<file path="config.mk">
export PLATFORM = sky130hd
export DESIGN_NAME = pcc_config
export DESIGN_NICKNAME = d
export VERILOG_FILES = /design/src/pcc_pkg.sv /design/src/pcc_chan_seq.sv /design/src/pcc_config.sv
export SDC_FILE = /design/constraint.sdc
export NUM_CORES = 1
export LEC_CHECK = 0
export ABC_AREA = 1
export BUFFER_PORTS_ARGS = -buffer_cell sky130_fd_sc_hd__buf_4
export CAP_MARGIN = 30
export CORE_ASPECT_RATIO = 0.5
export CORE_MARGIN = 1.5
export CORE_UTILIZATION = 61
export DETAILED_ROUTE_END_ITERATION = 6
export PLACE_DENSITY = 0.87
export RECOVER_POWER = 50
export SLEW_MARGIN = 20
export SYNTH_ARGS = -nofsm -noshare
export SYNTH_HDL_FRONTEND = slang
export SYNTH_SLANG_ARGS = --single-unit
</file>
<file path="constraint.sdc">
create_clock -name clock -period 4.1 [get_ports clock]
set_clock_uncertainty 0.2 [all_clocks]
set_input_delay 0.41 -clock clock [delete_from_list [all_inputs] [get_ports clock]]
set_output_delay 0.41 -clock clock [all_outputs]
set_load 0.02 [all_outputs]
</file>
<file path="src/pcc_pkg.sv">
package pcc_pkg;

  // ************************************************************
  // command codes and defaults
  // ************************************************************
  localparam logic [7:0] CMD_PAGE = 8'h00;
  localparam logic [7:0] CMD_FREQ = 8'h33;
  localparam logic [7:0] CMD_CHAN_OPT = 8'hd0;
  localparam logic [7:0] CMD_PHASE = 8'hf5;
  localparam logic [7:0] READ_FILL = 8'hff;

  localparam logic [15:0] FREQ_RST = 16'hfbe8;
  localparam logic [10:0] FREQ_KHZ_RST = 11'h1f4;
  localparam logic [7:0] OPT_RST = 8'h1d;
  localparam logic [7:0] PHASE_RST = 8'h03;

  // ************************************************************
  // field positions
  // ************************************************************
  localparam int OPT_DRV_MON_BIT = 5;
  localparam int OPT_NO_RUN_PULSE_BIT = 4;
  localparam int OPT_SHORT_CYC_BIT = 3;
  localparam int OPT_SHARE_GUARD_BIT = 2;
  localparam int L11_EXP_MSB = 15;
  localparam int L11_EXP_LSB = 11;
  localparam int L11_MANT_MSB = 10;

  // ************************************************************
  // timing
  // ************************************************************
  localparam int CLK_HZ = 25_000_000;
  localparam int MS_CYCLES = CLK_HZ / 1000;
  localparam int SYNC_LOSS_NS = 10000;
  localparam int SYNC_LOSS_CYCLES = (CLK_HZ / 1_000_000) * SYNC_LOSS_NS / 1000;
  localparam int PLL_SETTLE_MS = 2;
  localparam logic [17:0] RUN_PAD_MS = 18'h00088;
  localparam logic [17:0] MIN_OFF_MS = 18'h00078;

  localparam int NUM_CH = 2;
  localparam int BYTE_BITS = 8;

  // ************************************************************
  // state types
  // ************************************************************
  typedef enum logic [3:0] {
    PCC_IDLE, PCC_ADDR, PCC_ADDR_ACK, PCC_CMD, PCC_CMD_ACK,
    PCC_WDATA, PCC_WDATA_ACK, PCC_RDATA, PCC_RDATA_ACK, PCC_IGNORE
  } pcc_bus_t;

  typedef enum logic [2:0] {
    PCC_SQ_OFF, PCC_SQ_ON, PCC_SQ_DELAY, PCC_SQ_FALL, PCC_SQ_HOLD
  } pcc_seq_t;

  typedef struct packed {
    pcc_seq_t st;
    logic [17:0] tmr;
    logic [17:0] run_tmr;
    logic out_en;
    logic run_oe_b;
    logic operating;
  } pcc_seq_state_t;

endpackage
</file>
<file path="src/pcc_chan_seq.sv">
`timescale 1ns/1ns
module pcc_chan_seq (
  // clock and reset
  input wire logic clock,
  input wire logic rst_b,
  input wire logic ms_tick,
  // commands and options
  input wire logic cmd_on,
  input wire logic short_cyc_en,
  input wire logic no_run_pulse,
  input wire logic share_guard,
  input wire logic share_low,
  input wire logic [15:0] off_delay_ms,
  input wire logic [15:0] fall_ms,
  input wire logic [15:0] restart_ms,
  // status
  output logic out_en,
  output logic run_oe_b,
  output logic operating
);
  import pcc_pkg::*;

  pcc_seq_state_t q_reg, q_next;
  logic [17:0] pulse_len;

  always_comb begin
    pulse_len = 18'(off_delay_ms) + 18'(fall_ms) + RUN_PAD_MS;
    if (18'(restart_ms) > pulse_len) begin
      pulse_len = 18'(restart_ms);
    end
    q_next = q_reg;
    if (ms_tick && q_reg.tmr != '0) begin
      q_next.tmr = q_reg.tmr - 18'h00001;
    end
    if (ms_tick && q_reg.run_tmr != '0) begin
      q_next.run_tmr = q_reg.run_tmr - 18'h00001;
    end
    unique case (q_reg.st)
      PCC_SQ_OFF: begin
        if (cmd_on) begin
          q_next.st = PCC_SQ_ON;
        end
      end
      PCC_SQ_ON: begin
        if (!cmd_on) begin
          q_next.st = PCC_SQ_DELAY;
          q_next.tmr = 18'(off_delay_ms);
          // pulse starts whatever the short-cycle bit holds
          if (!no_run_pulse) begin
            q_next.run_tmr = pulse_len;
          end
        end
      end
      PCC_SQ_DELAY, PCC_SQ_FALL: begin
        if (cmd_on) begin
          if (short_cyc_en) begin
            q_next.st = PCC_SQ_HOLD;
            q_next.tmr = MIN_OFF_MS + 18'h00001;
          end else begin
            q_next.st = PCC_SQ_ON;
          end
        end else if (q_reg.tmr == '0) begin
          if (q_reg.st == PCC_SQ_DELAY) begin
            q_next.st = PCC_SQ_FALL;
            q_next.tmr = 18'(fall_ms);
          end else begin
            q_next.st = PCC_SQ_OFF;
          end
        end
      end
      PCC_SQ_HOLD: begin
        // hold lasts until both the minimum off time and the run pulse have ended
        if (q_reg.tmr == '0 && (no_run_pulse || q_reg.run_tmr == '0)) begin
          q_next.st = PCC_SQ_OFF;
        end
      end
    endcase
    q_next.operating = q_next.st inside {PCC_SQ_ON, PCC_SQ_DELAY, PCC_SQ_FALL};
    q_next.out_en = q_next.operating && !(share_guard && share_low);
    q_next.run_oe_b = (q_next.run_tmr == '0);
  end

  always_ff @(posedge clock or negedge rst_b) begin
    if (!rst_b) begin
      q_reg <= '{st: PCC_SQ_OFF, tmr: '0, run_tmr: '0, out_en: 1'b0,
                 run_oe_b: 1'b1, operating: 1'b0};
    end else begin
      q_reg <= q_next;
    end
  end

  assign out_en = q_reg.out_en;
  assign run_oe_b = q_reg.run_oe_b;
  assign operating = q_reg.operating;

endmodule // pcc_chan_seq

</file>
<file path="src/pcc_config.sv">
`timescale 1ns/1ns
// Functional notes
// - one frequency drives every pwm channel
// - free-run when sync absent or stuck
// - busy nack while either master runs
// - pll unlocked shown while frequency settles
// - frequency is two-byte linear word
// - bit 5 page 0 picks sense function
// - bit 4 clear pulses run pin low
// - bit 4 set leaves run pin alone
// - bit 3 clear follows commands exactly
// - bit 3 set: abort, 120ms off
// - hold waits for both run pulse and minimum off
// - bit 2 gates output on timebase low
module pcc_config #(
  parameter logic [6:0] DEV_ADDR = 7'h40,
  parameter int MS_TICK_CYCLES = pcc_pkg::MS_CYCLES,
  parameter int SYNC_LOSS = pcc_pkg::SYNC_LOSS_CYCLES,
  parameter int PLL_SETTLE = pcc_pkg::PLL_SETTLE_MS
) (
  // clock and reset
  input wire logic clock,
  input wire logic rst_b,
  // pmbus pins
  input wire logic scl_i,
  input wire logic sda_i,
  output logic sda_o,
  output logic sda_oe_b,
  // channel commands and timing settings
  input wire logic [pcc_pkg::NUM_CH-1:0] chan_on_cmd,
  input wire logic [pcc_pkg::NUM_CH-1:0][15:0] off_delay_ms,
  input wire logic [pcc_pkg::NUM_CH-1:0][15:0] fall_ms,
  input wire logic [pcc_pkg::NUM_CH-1:0][15:0] restart_ms,
  // timebase pins
  input wire logic shared_timebase_line_i,
  input wire logic sync_i,
  input wire logic ext_clk_expected,
  // channel outputs
  output logic [pcc_pkg::NUM_CH-1:0] chan_out_en,
  output logic [pcc_pkg::NUM_CH-1:0] run_o,
  output logic [pcc_pkg::NUM_CH-1:0] run_oe_b,
  // configuration and status
  output logic [10:0] pwm_freq_khz,
  output logic pwm_free_run,
  output logic pll_unlocked,
  output logic busy_fault,
  output logic sense_is_drv_mon,
  output logic [7:0] phase_arrangement_byte
);
  import pcc_pkg::*;

  typedef struct packed {
    pcc_bus_t st;
    logic [3:0] bitcnt;
    logic [7:0] shreg;
    logic rw;
    logic [7:0] cmd;
    logic [1:0] bytecnt;
    logic [7:0] freq_lo;
    logic sda_oe_b;
    logic page;
    logic [15:0] freq;
    logic [10:0] freq_khz;
    logic [NUM_CH-1:0][7:0] opt;
    logic [7:0] phase;
    logic [7:0] pll_cnt;
    logic pll_unlocked;
    logic busy_pulse;
    logic [15:0] ms_div;
    logic ms_tick;
    logic [2:0] scl_s;
    logic [2:0] sda_s;
    logic [2:0] sync_s;
    logic [1:0] share_s;
    logic [15:0] sync_wd;
    logic free_run;
    logic drv_mon;
  } pcc_top_t;

  pcc_top_t q_reg, q_next;
  logic [NUM_CH-1:0] operating;
  logic any_on;

  // ************************************************************
  // helpers
  // ************************************************************
  // signed exponent and mantissa to plain kilohertz
  function automatic logic [10:0] l11_to_khz(input logic [15:0] w);
    logic signed [4:0] e;
    logic signed [31:0] v;
    e = w[L11_EXP_MSB:L11_EXP_LSB];
    v = 32'(signed'(w[L11_MANT_MSB:0]));
    if (e < 0) begin
      v = v >>> (-int'(e));
    end else begin
      v = v <<< int'(e);
    end
    return v[10:0];
  endfunction

  function automatic logic [7:0] read_byte(input pcc_top_t s, input logic [1:0] idx);
    logic [7:0] b;
    b = READ_FILL;
    unique case (s.cmd)
      CMD_PAGE: b = {7'h00, s.page};
      CMD_FREQ: b = (idx == 2'h0) ? s.freq[7:0] : s.freq[15:8];
      CMD_CHAN_OPT: b = s.opt[s.page];
      CMD_PHASE: b = s.phase;
      default: b = READ_FILL;
    endcase
    return b;
  endfunction

  function automatic logic needs_idle(input logic [7:0] c);
    return (c == CMD_FREQ) || (c == CMD_PHASE);
  endfunction

  // ************************************************************
  // next state
  // ************************************************************
  always_comb begin
    logic scl_rise, scl_fall, bus_start, bus_stop, sda_now;
    logic [7:0] rx;
    q_next = q_reg;
    q_next.busy_pulse = 1'b0;
    q_next.ms_tick = 1'b0;
    // two flops before any logic looks at scl, sda, sync or the shared timebase pin
    q_next.scl_s = {q_reg.scl_s[1:0], scl_i};
    q_next.sda_s = {q_reg.sda_s[1:0], sda_i};
    q_next.sync_s = {q_reg.sync_s[1:0], sync_i};
    q_next.share_s = {q_reg.share_s[0], shared_timebase_line_i};
    sda_now = q_reg.sda_s[1];
    scl_rise = q_reg.scl_s[1] && !q_reg.scl_s[2];
    scl_fall = !q_reg.scl_s[1] && q_reg.scl_s[2];
    bus_start = q_reg.scl_s[1] && q_reg.scl_s[2] && q_reg.sda_s[2] && !sda_now;
    bus_stop = q_reg.scl_s[1] && q_reg.scl_s[2] && !q_reg.sda_s[2] && sda_now;
    rx = {q_reg.shreg[6:0], sda_now};

    if (q_reg.ms_div == 16'(MS_TICK_CYCLES - 1)) begin
      q_next.ms_div = '0;
      q_next.ms_tick = 1'b1;
    end else begin
      q_next.ms_div = q_reg.ms_div + 16'h0001;
    end

    // watchdog on the sync line catches both loss and stuck level
    if (q_reg.sync_s[1] != q_reg.sync_s[2]) begin
      q_next.sync_wd = '0;
    end else if (q_reg.sync_wd != 16'(SYNC_LOSS)) begin
      q_next.sync_wd = q_reg.sync_wd + 16'h0001;
    end
    q_next.free_run = !ext_clk_expected || (q_reg.sync_wd == 16'(SYNC_LOSS));

    if (q_reg.ms_tick && q_reg.pll_cnt != '0) begin
      q_next.pll_cnt = q_reg.pll_cnt - 8'h01;
    end
    q_next.pll_unlocked = (q_next.pll_cnt != '0);
    q_next.drv_mon = q_reg.opt[0][OPT_DRV_MON_BIT];

    if (bus_start) begin
      q_next.st = PCC_ADDR;
      q_next.bitcnt = '0;
      q_next.bytecnt = '0;
      q_next.sda_oe_b = 1'b1;
    end else if (bus_stop) begin
      q_next.st = PCC_IDLE;
      q_next.sda_oe_b = 1'b1;
    end else begin
      unique case (q_reg.st)
        PCC_IDLE, PCC_IGNORE: begin
          q_next.sda_oe_b = 1'b1;
        end
        PCC_ADDR, PCC_CMD, PCC_WDATA: begin
          if (scl_rise) begin
            q_next.shreg = rx;
            q_next.bitcnt = q_reg.bitcnt + 4'h1;
          end else if (scl_fall && q_reg.bitcnt == 4'(BYTE_BITS)) begin
            q_next.bitcnt = '0;
            if (q_reg.st == PCC_ADDR) begin
              if (q_reg.shreg[7:1] == DEV_ADDR) begin
                q_next.rw = q_reg.shreg[0];
                q_next.sda_oe_b = 1'b0;
                q_next.st = PCC_ADDR_ACK;
              end else begin
                q_next.st = PCC_IGNORE;
              end
            end else if (q_reg.st == PCC_CMD) begin
              q_next.cmd = q_reg.shreg;
              if (needs_idle(q_reg.shreg) && any_on) begin
                // nack the command byte, drop its data
                q_next.busy_pulse = 1'b1;
                q_next.st = PCC_IGNORE;
              end else if (q_reg.shreg inside {CMD_PAGE, CMD_FREQ, CMD_CHAN_OPT, CMD_PHASE}) begin
                q_next.sda_oe_b = 1'b0;
                q_next.st = PCC_CMD_ACK;
              end else begin
                q_next.st = PCC_IGNORE;
              end
            end else begin
              q_next.sda_oe_b = 1'b0;
              q_next.st = PCC_WDATA_ACK;
              q_next.bytecnt = q_reg.bytecnt + 2'h1;
              unique case (q_reg.cmd)
                CMD_PAGE: begin
                  if (q_reg.bytecnt == 2'h0 && q_reg.shreg[7:1] == 7'h00) begin
                    q_next.page = q_reg.shreg[0];
                  end
                end
                CMD_FREQ: begin
                  if (q_reg.bytecnt == 2'h0) begin
                    q_next.freq_lo = q_reg.shreg;
                  end else if (q_reg.bytecnt == 2'h1) begin
                    q_next.freq = {q_reg.shreg, q_reg.freq_lo};
                    q_next.freq_khz = l11_to_khz({q_reg.shreg, q_reg.freq_lo});
                    q_next.pll_cnt = 8'(PLL_SETTLE);
                  end
                end
                CMD_CHAN_OPT: begin
                  if (q_reg.bytecnt == 2'h0) begin
                    q_next.opt[q_reg.page] = q_reg.shreg;
                  end
                end
                CMD_PHASE: begin
                  if (q_reg.bytecnt == 2'h0) begin
                    q_next.phase = q_reg.shreg;
                  end
                end
                default: begin
                  q_next.sda_oe_b = 1'b1;
                  q_next.st = PCC_IGNORE;
                end
              endcase
            end
          end
        end
        PCC_ADDR_ACK, PCC_CMD_ACK, PCC_WDATA_ACK: begin
          if (scl_fall) begin
            q_next.sda_oe_b = 1'b1;
            q_next.bitcnt = '0;
            q_next.st = (q_reg.st == PCC_ADDR_ACK) ? PCC_CMD : PCC_WDATA;
            if (q_reg.st == PCC_ADDR_ACK && q_reg.rw) begin
              q_next.shreg = read_byte(q_reg, q_reg.bytecnt);
              q_next.sda_oe_b = q_next.shreg[7];
              q_next.bitcnt = 4'h1;
              q_next.st = PCC_RDATA;
            end
          end
        end
        PCC_RDATA: begin
          if (scl_fall) begin
            if (q_reg.bitcnt == 4'(BYTE_BITS)) begin
              q_next.sda_oe_b = 1'b1;
              q_next.st = PCC_RDATA_ACK;
            end else begin
              q_next.shreg = {q_reg.shreg[6:0], 1'b0};
              q_next.sda_oe_b = q_reg.shreg[6];
              q_next.bitcnt = q_reg.bitcnt + 4'h1;
            end
          end
        end
        PCC_RDATA_ACK: begin
          if (scl_rise && sda_now) begin
            q_next.st = PCC_IGNORE;
          end else if (scl_fall) begin
            q_next.bytecnt = q_reg.bytecnt + 2'h1;
            q_next.shreg = read_byte(q_reg, q_reg.bytecnt + 2'h1);
            q_next.sda_oe_b = q_next.shreg[7];
            q_next.bitcnt = 4'h1;
            q_next.st = PCC_RDATA;
          end
        end
      endcase
    end
  end

  always_ff @(posedge clock or negedge rst_b) begin
    if (!rst_b) begin
      q_reg <= '0;
      q_reg.st <= PCC_IDLE;
      q_reg.sda_oe_b <= 1'b1;
      q_reg.freq <= FREQ_RST;
      q_reg.freq_khz <= FREQ_KHZ_RST;
      q_reg.opt <= {NUM_CH{OPT_RST}};
      q_reg.phase <= PHASE_RST;
      q_reg.scl_s <= 3'h7;
      q_reg.sda_s <= 3'h7;
      q_reg.share_s <= 2'h3;
    end else begin
      q_reg <= q_next;
    end
  end

  // ************************************************************
  // channels
  // ************************************************************
  assign any_on = |operating;

  for (genvar ch = 0; ch < NUM_CH; ch++) begin : g_chan
    pcc_chan_seq u_seq (
      .clock(clock),
      .rst_b(rst_b),
      .ms_tick(q_reg.ms_tick),
      .cmd_on(chan_on_cmd[ch]),
      .short_cyc_en(q_reg.opt[ch][OPT_SHORT_CYC_BIT]),
      .no_run_pulse(q_reg.opt[ch][OPT_NO_RUN_PULSE_BIT]),
      .share_guard(q_reg.opt[ch][OPT_SHARE_GUARD_BIT]),
      .share_low(!q_reg.share_s[1]),
      .off_delay_ms(off_delay_ms[ch]),
      .fall_ms(fall_ms[ch]),
      .restart_ms(restart_ms[ch]),
      .out_en(chan_out_en[ch]),
      .run_oe_b(run_oe_b[ch]),
      .operating(operating[ch])
    );
  end

  // open-drain pins only ever drive low
  assign sda_o = 1'b0;
  assign run_o = '0;
  assign sda_oe_b = q_reg.sda_oe_b;
  assign pwm_freq_khz = q_reg.freq_khz;
  assign pwm_free_run = q_reg.free_run;
  assign pll_unlocked = q_reg.pll_unlocked;
  assign busy_fault = q_reg.busy_pulse;
  assign sense_is_drv_mon = q_reg.drv_mon;
  assign phase_arrangement_byte = q_reg.phase;

endmodule // pcc_config

</file>
==> qor.log <==
qor: clock_network.cts_buffer_depth 3
qor: cells_and_area.final_design_area_no_fill 21900 um2
qor: routing.routed_wirelength 52100 um
qor: logic_synthesis.yosys-top-cells-area sky130_fd_sc_hd__dfrtp_1 (27%), sky130_fd_sc_hd__nand2_1 (13%), sky130_fd_sc_hd__inv_1 (8.5%)
qor: timing.postLayoutSetupSlackWorst 0.100 ns
qor: placement.gp_congestion 1.01
qor: logic_synthesis.synth_sequential_area_ratio 32.1%
qor: worst_setup_path.path_common_cell sky130_fd_sc_hd__nand2_1
qor: worst_setup_path.critical_path_arrival 4.24 ns
qor: hold_path.timing.hold.worst.class primary input to flip-flop
qor: logic_synthesis.yosys_register_bits 228
qor: routing.detailedRoute.firstIterationViolations 1725
qor: pwr.power.total 11.2 mW
qor: clock_network.insertion_delay 0.53 ns
qor: floorplan.die_y 124 um
qor: timing.slew_headroom -75.8%
qor: logic_synthesis.postSynthAreaPerCell 6.78 um2
qor: logic_synthesis.synth_largest_area_cell sky130_fd_sc_hd__dfrtp_1
qor: timing.min_period 4.00 ns
qor: cells_and_area.largest_reg_flops 97
qor: clock_network.cts_sink_cnt 228
qor: logic_synthesis.yosysUniqueCellTypes 66
qor: placement.post-dp-hpwl 39000 um
qor: timing.final.setup.tns 0 ns
qor: routing.avgViaCountPerCell 5.63
qor: routing.drc_errors 6
qor: status.status finished, violations left
qor: floorplan.floorplan.die_area 30500 um2
qor: grt.global_route.usage.total 33.6%
qor: worst_setup_path.critPathKind primary input to flip-flop
qor: logic_synthesis.most_common_cell_in_the_netlist sky130_fd_sc_hd__nand2_1
qor: routing.drt_first_pass_iters 7
qor: placement.placed_cell_area 20500 um2
qor: floorplan.die_wd 245 um
qor: status.violations DRC, capacitance limit, slew limit
qor: grt.globalRoute.totalOverflow 0
qor: timing.fmax 0.250 GHz
qor: worst_setup_path.critical_path_endpoint_category flip-flop
qor: logic_synthesis.synth_flop_cell sky130_fd_sc_hd__dfrtp_1
qor: clock_network.cts-htree-levels 1
qor: logic_synthesis.yosys_warnings 0
qor: grt.first_global_vias 18000
qor: floorplan.io_pins 136
qor: routing.avgRoutedWirePerCell 15.5 um
qor: grt.grt_pass1_wl 85000 um
qor: logic_synthesis.ranking_of_synthesized_cells_by_instance_count sky130_fd_sc_hd__nand2_1 (630), sky130_fd_sc_hd__inv_1 (407), sky130_fd_sc_hd__nor2_1 (299)
qor: pwr.cellPowerDensity 515 nW/um2
qor: timing.finalMaxSlewViolations 110
qor: logic_synthesis.netlist_instances 2645
qor: worst_setup_path.worst-path-buf-inv 7
qor: timing.finalHoldViolCount 0
qor: pwr.ir_worst_vdd 0.392 mV
qor: logic_synthesis.yosys.area.top_type_share 26.5%
qor: cells_and_area.layout_area_overhead 22.0%
qor: cells_and_area.diodes 0
qor: cells_and_area.fin_nets 3152
qor: clock_network.cts_buffers 22
qor: placement.port_buffers 132
qor: clock_network.cts_tree yes
qor: worst_setup_path.cpPeakStageDelay 0.34 ns
qor: routing.antenna_violating_nets_post_route 0
qor: clock_network.cts_root_buffer sky130_fd_sc_hd__clkbuf_16
qor: timing.report.final.setup_viol 0
qor: timing.worst-slew-pin-transition 2.64 ns
qor: timing.final_min_period_over_clock_period 97.6%
qor: worst_setup_path.cp_max_fo 5
qor: grt.grt_antenna_before_repair 0
qor: logic_synthesis.synth-edff-count 0
qor: logic_synthesis.synthArstFlopShare 100%
qor: cells_and_area.fraction_of_layout_cells_with_a_size_suffix_above_1 17.7%
qor: floorplan.core.rowCount 44
qor: floorplan.starting_utilization_of_the_core_area 61.9%
qor: placement.preCtsSetupSlack -0.603 ns
qor: worst_setup_path.cpLargestDelayFamily simple AND/OR/NAND/NOR gates
qor: worst_setup_path.critPathSlowestCell sky130_fd_sc_hd__fa_2
qor: flow_run.timing.max_cap.violations 1
qor: worst_setup_path.critPathRequiredTime 4.34 ns
qor: timing.grt_setup_unrepaired yes
qor: routing.via_count 18900
qor: pwr.power.static_leakage 11.0 nW
qor: floorplan.coreArea 29000 um2
qor: grt.grt_max_degree 110
qor: clock_network.clk_pin_slew 0.07 ns
qor: logic_synthesis.synth_area 17900 um2
qor: worst_setup_path.critical_path.startpoint_type primary input
[metal layers]
layer	share of wire (%)	GRT usage, %	vias to the layer above
met5	0	0	-
met4	2.6	9.20	0
met3	7.3	4.43	137
met2	47	56.7	826
met1	43	45.3	8747
li1	-	-	9227
[power breakdown]
part / leakage [nW] / switching, mW / total [mW] / internal, mW
clock network: 0.398 / 0.910 / 2.24 / 1.33
logic: 7.70 / 3.62 / 5.82 / 2.19
registers: 2.86 / 0.481 / 3.19 / 2.71
[worst register-to-register path: cells and delay by family (launching register included)]
family	cells	cell delay, ns
and+or+nand+nor	9	1.69
adders and majority gates	1	0.18
buffers and inverters	1	0.13
DFF	1	0.50
AOI/OAI and AO/OA	5	0.85
[cell usage in the layout, fill, tap and decap left out, types with 7 or more instances in the layout]
cell type and instances:
sky130_fd_sc_hd__a21oi_1 98, sky130_fd_sc_hd__a21oi_2 7, sky130_fd_sc_hd__a31oi_1 17, sky130_fd_sc_hd__and2_1 8
sky130_fd_sc_hd__buf_4 296, sky130_fd_sc_hd__clkbuf_1 24, sky130_fd_sc_hd__clkbuf_16 23, sky130_fd_sc_hd__clkbuf_8 8
sky130_fd_sc_hd__dfrtp_1 190, sky130_fd_sc_hd__dfstp_2 34, sky130_fd_sc_hd__dlygate4sd3_1 30, sky130_fd_sc_hd__ha_1 76
sky130_fd_sc_hd__ha_4 8, sky130_fd_sc_hd__inv_1 403, sky130_fd_sc_hd__inv_2 12, sky130_fd_sc_hd__nand2_1 615
sky130_fd_sc_hd__nand2_2 44, sky130_fd_sc_hd__nand2_4 7, sky130_fd_sc_hd__nand3_1 176, sky130_fd_sc_hd__nand3_2 9
sky130_fd_sc_hd__nand3b_1 8, sky130_fd_sc_hd__nand4_1 50, sky130_fd_sc_hd__nor2_1 289, sky130_fd_sc_hd__nor2_2 13
sky130_fd_sc_hd__nor2_4 8, sky130_fd_sc_hd__nor3_1 44, sky130_fd_sc_hd__nor4_1 24, sky130_fd_sc_hd__o211ai_1 25
sky130_fd_sc_hd__o21a_1 9, sky130_fd_sc_hd__o21ai_0 188, sky130_fd_sc_hd__o221ai_1 19, sky130_fd_sc_hd__o22ai_1 9
sky130_fd_sc_hd__o31ai_1 10, sky130_fd_sc_hd__or2_2 10, sky130_fd_sc_hd__xnor2_1 20, sky130_fd_sc_hd__xor2_1 47
[kinds of logic after synthesis]
| family | Yosys count | share of synthesized area, % |
|---|---|---|
| xor gates and xnor gates | 75 | 3.75 |
| other | 1 | 0.0209 |
| AOI/OAI and AO/OA | 429 | 14.1 |
| DFF | 228 | 32.1 |
| adders and majority gates | 91 | 6.44 |
| muxes | 3 | 0.168 |
| and+or+nand+nor | 1323 | 32.3 |
| buffers and inverters | 495 | 11.2 |
[area by class of cell]
cell class	count	area, um2
Sequential cell	228	5750
Multi-Input combinational cell	1924	10500
Clock inverter	9	144
Fill cell	2216	7100
Timing Repair Buffer	361	2740
Inverter	419	1580
Tap cell	391	489
Clock buffer	31	664
[worst paths after layout]
| check | startpoint | to | cells past startpoint | slack (ns) |
|---|---|---|---|---|
| hold / removal | off_delay_ms[21] | g_chan[1].u_seq.q_reg[26]$_DFF_PN0_ | 3 | 0.02 |
| setup reg to reg | q_reg[132]$_DFFE_PN0P_ | pwm_freq_khz[9]$_DFFE_PN0P_ | 16 | 0.38 |
| setup / recovery | off_delay_ms[0] | g_chan[0].u_seq.run_oe_b$_DFF_PN1_ | 37 | 0.10 |
| max in group asynchronous | rst_b | async pin | 3 | 0.57 |
| min in group asynchronous | rst_b | g_chan[0].u_seq.q_reg[13]$_DFF_PN0_ | 2 | 0.99 |
| hold reg to reg | q_next[19]$_DFF_PN1_ | q_reg[19]$_DFF_PN1_ | 0 | 0.16 |
[through the flow]
step / std cells / util (%) / hold WS [ns]
5_1_grt: 3363 / 75.5 / 0.0163
6_report: 3363 / 75.5 / 0.0243
3_5_place_dp: 3284 / 70.7 / 0.150
2_1_floorplan: 2647 / - / -0.0856
3_3_place_gp: 3284 / 70.7 / 0.138
4_1_cts: 3354 / 74.5 / 0.00898
[repair_timing]
action,CTS,global route
gates resized for setup,1,68
gates cloned,0,1
buffers inserted,0,6
hold buffers,30,0
pin swaps,0,38
setup endpoints to repair,2,25
endpoints found under the hold margin,109,0
Note: power is estimated with default switching activity, not from simulation.
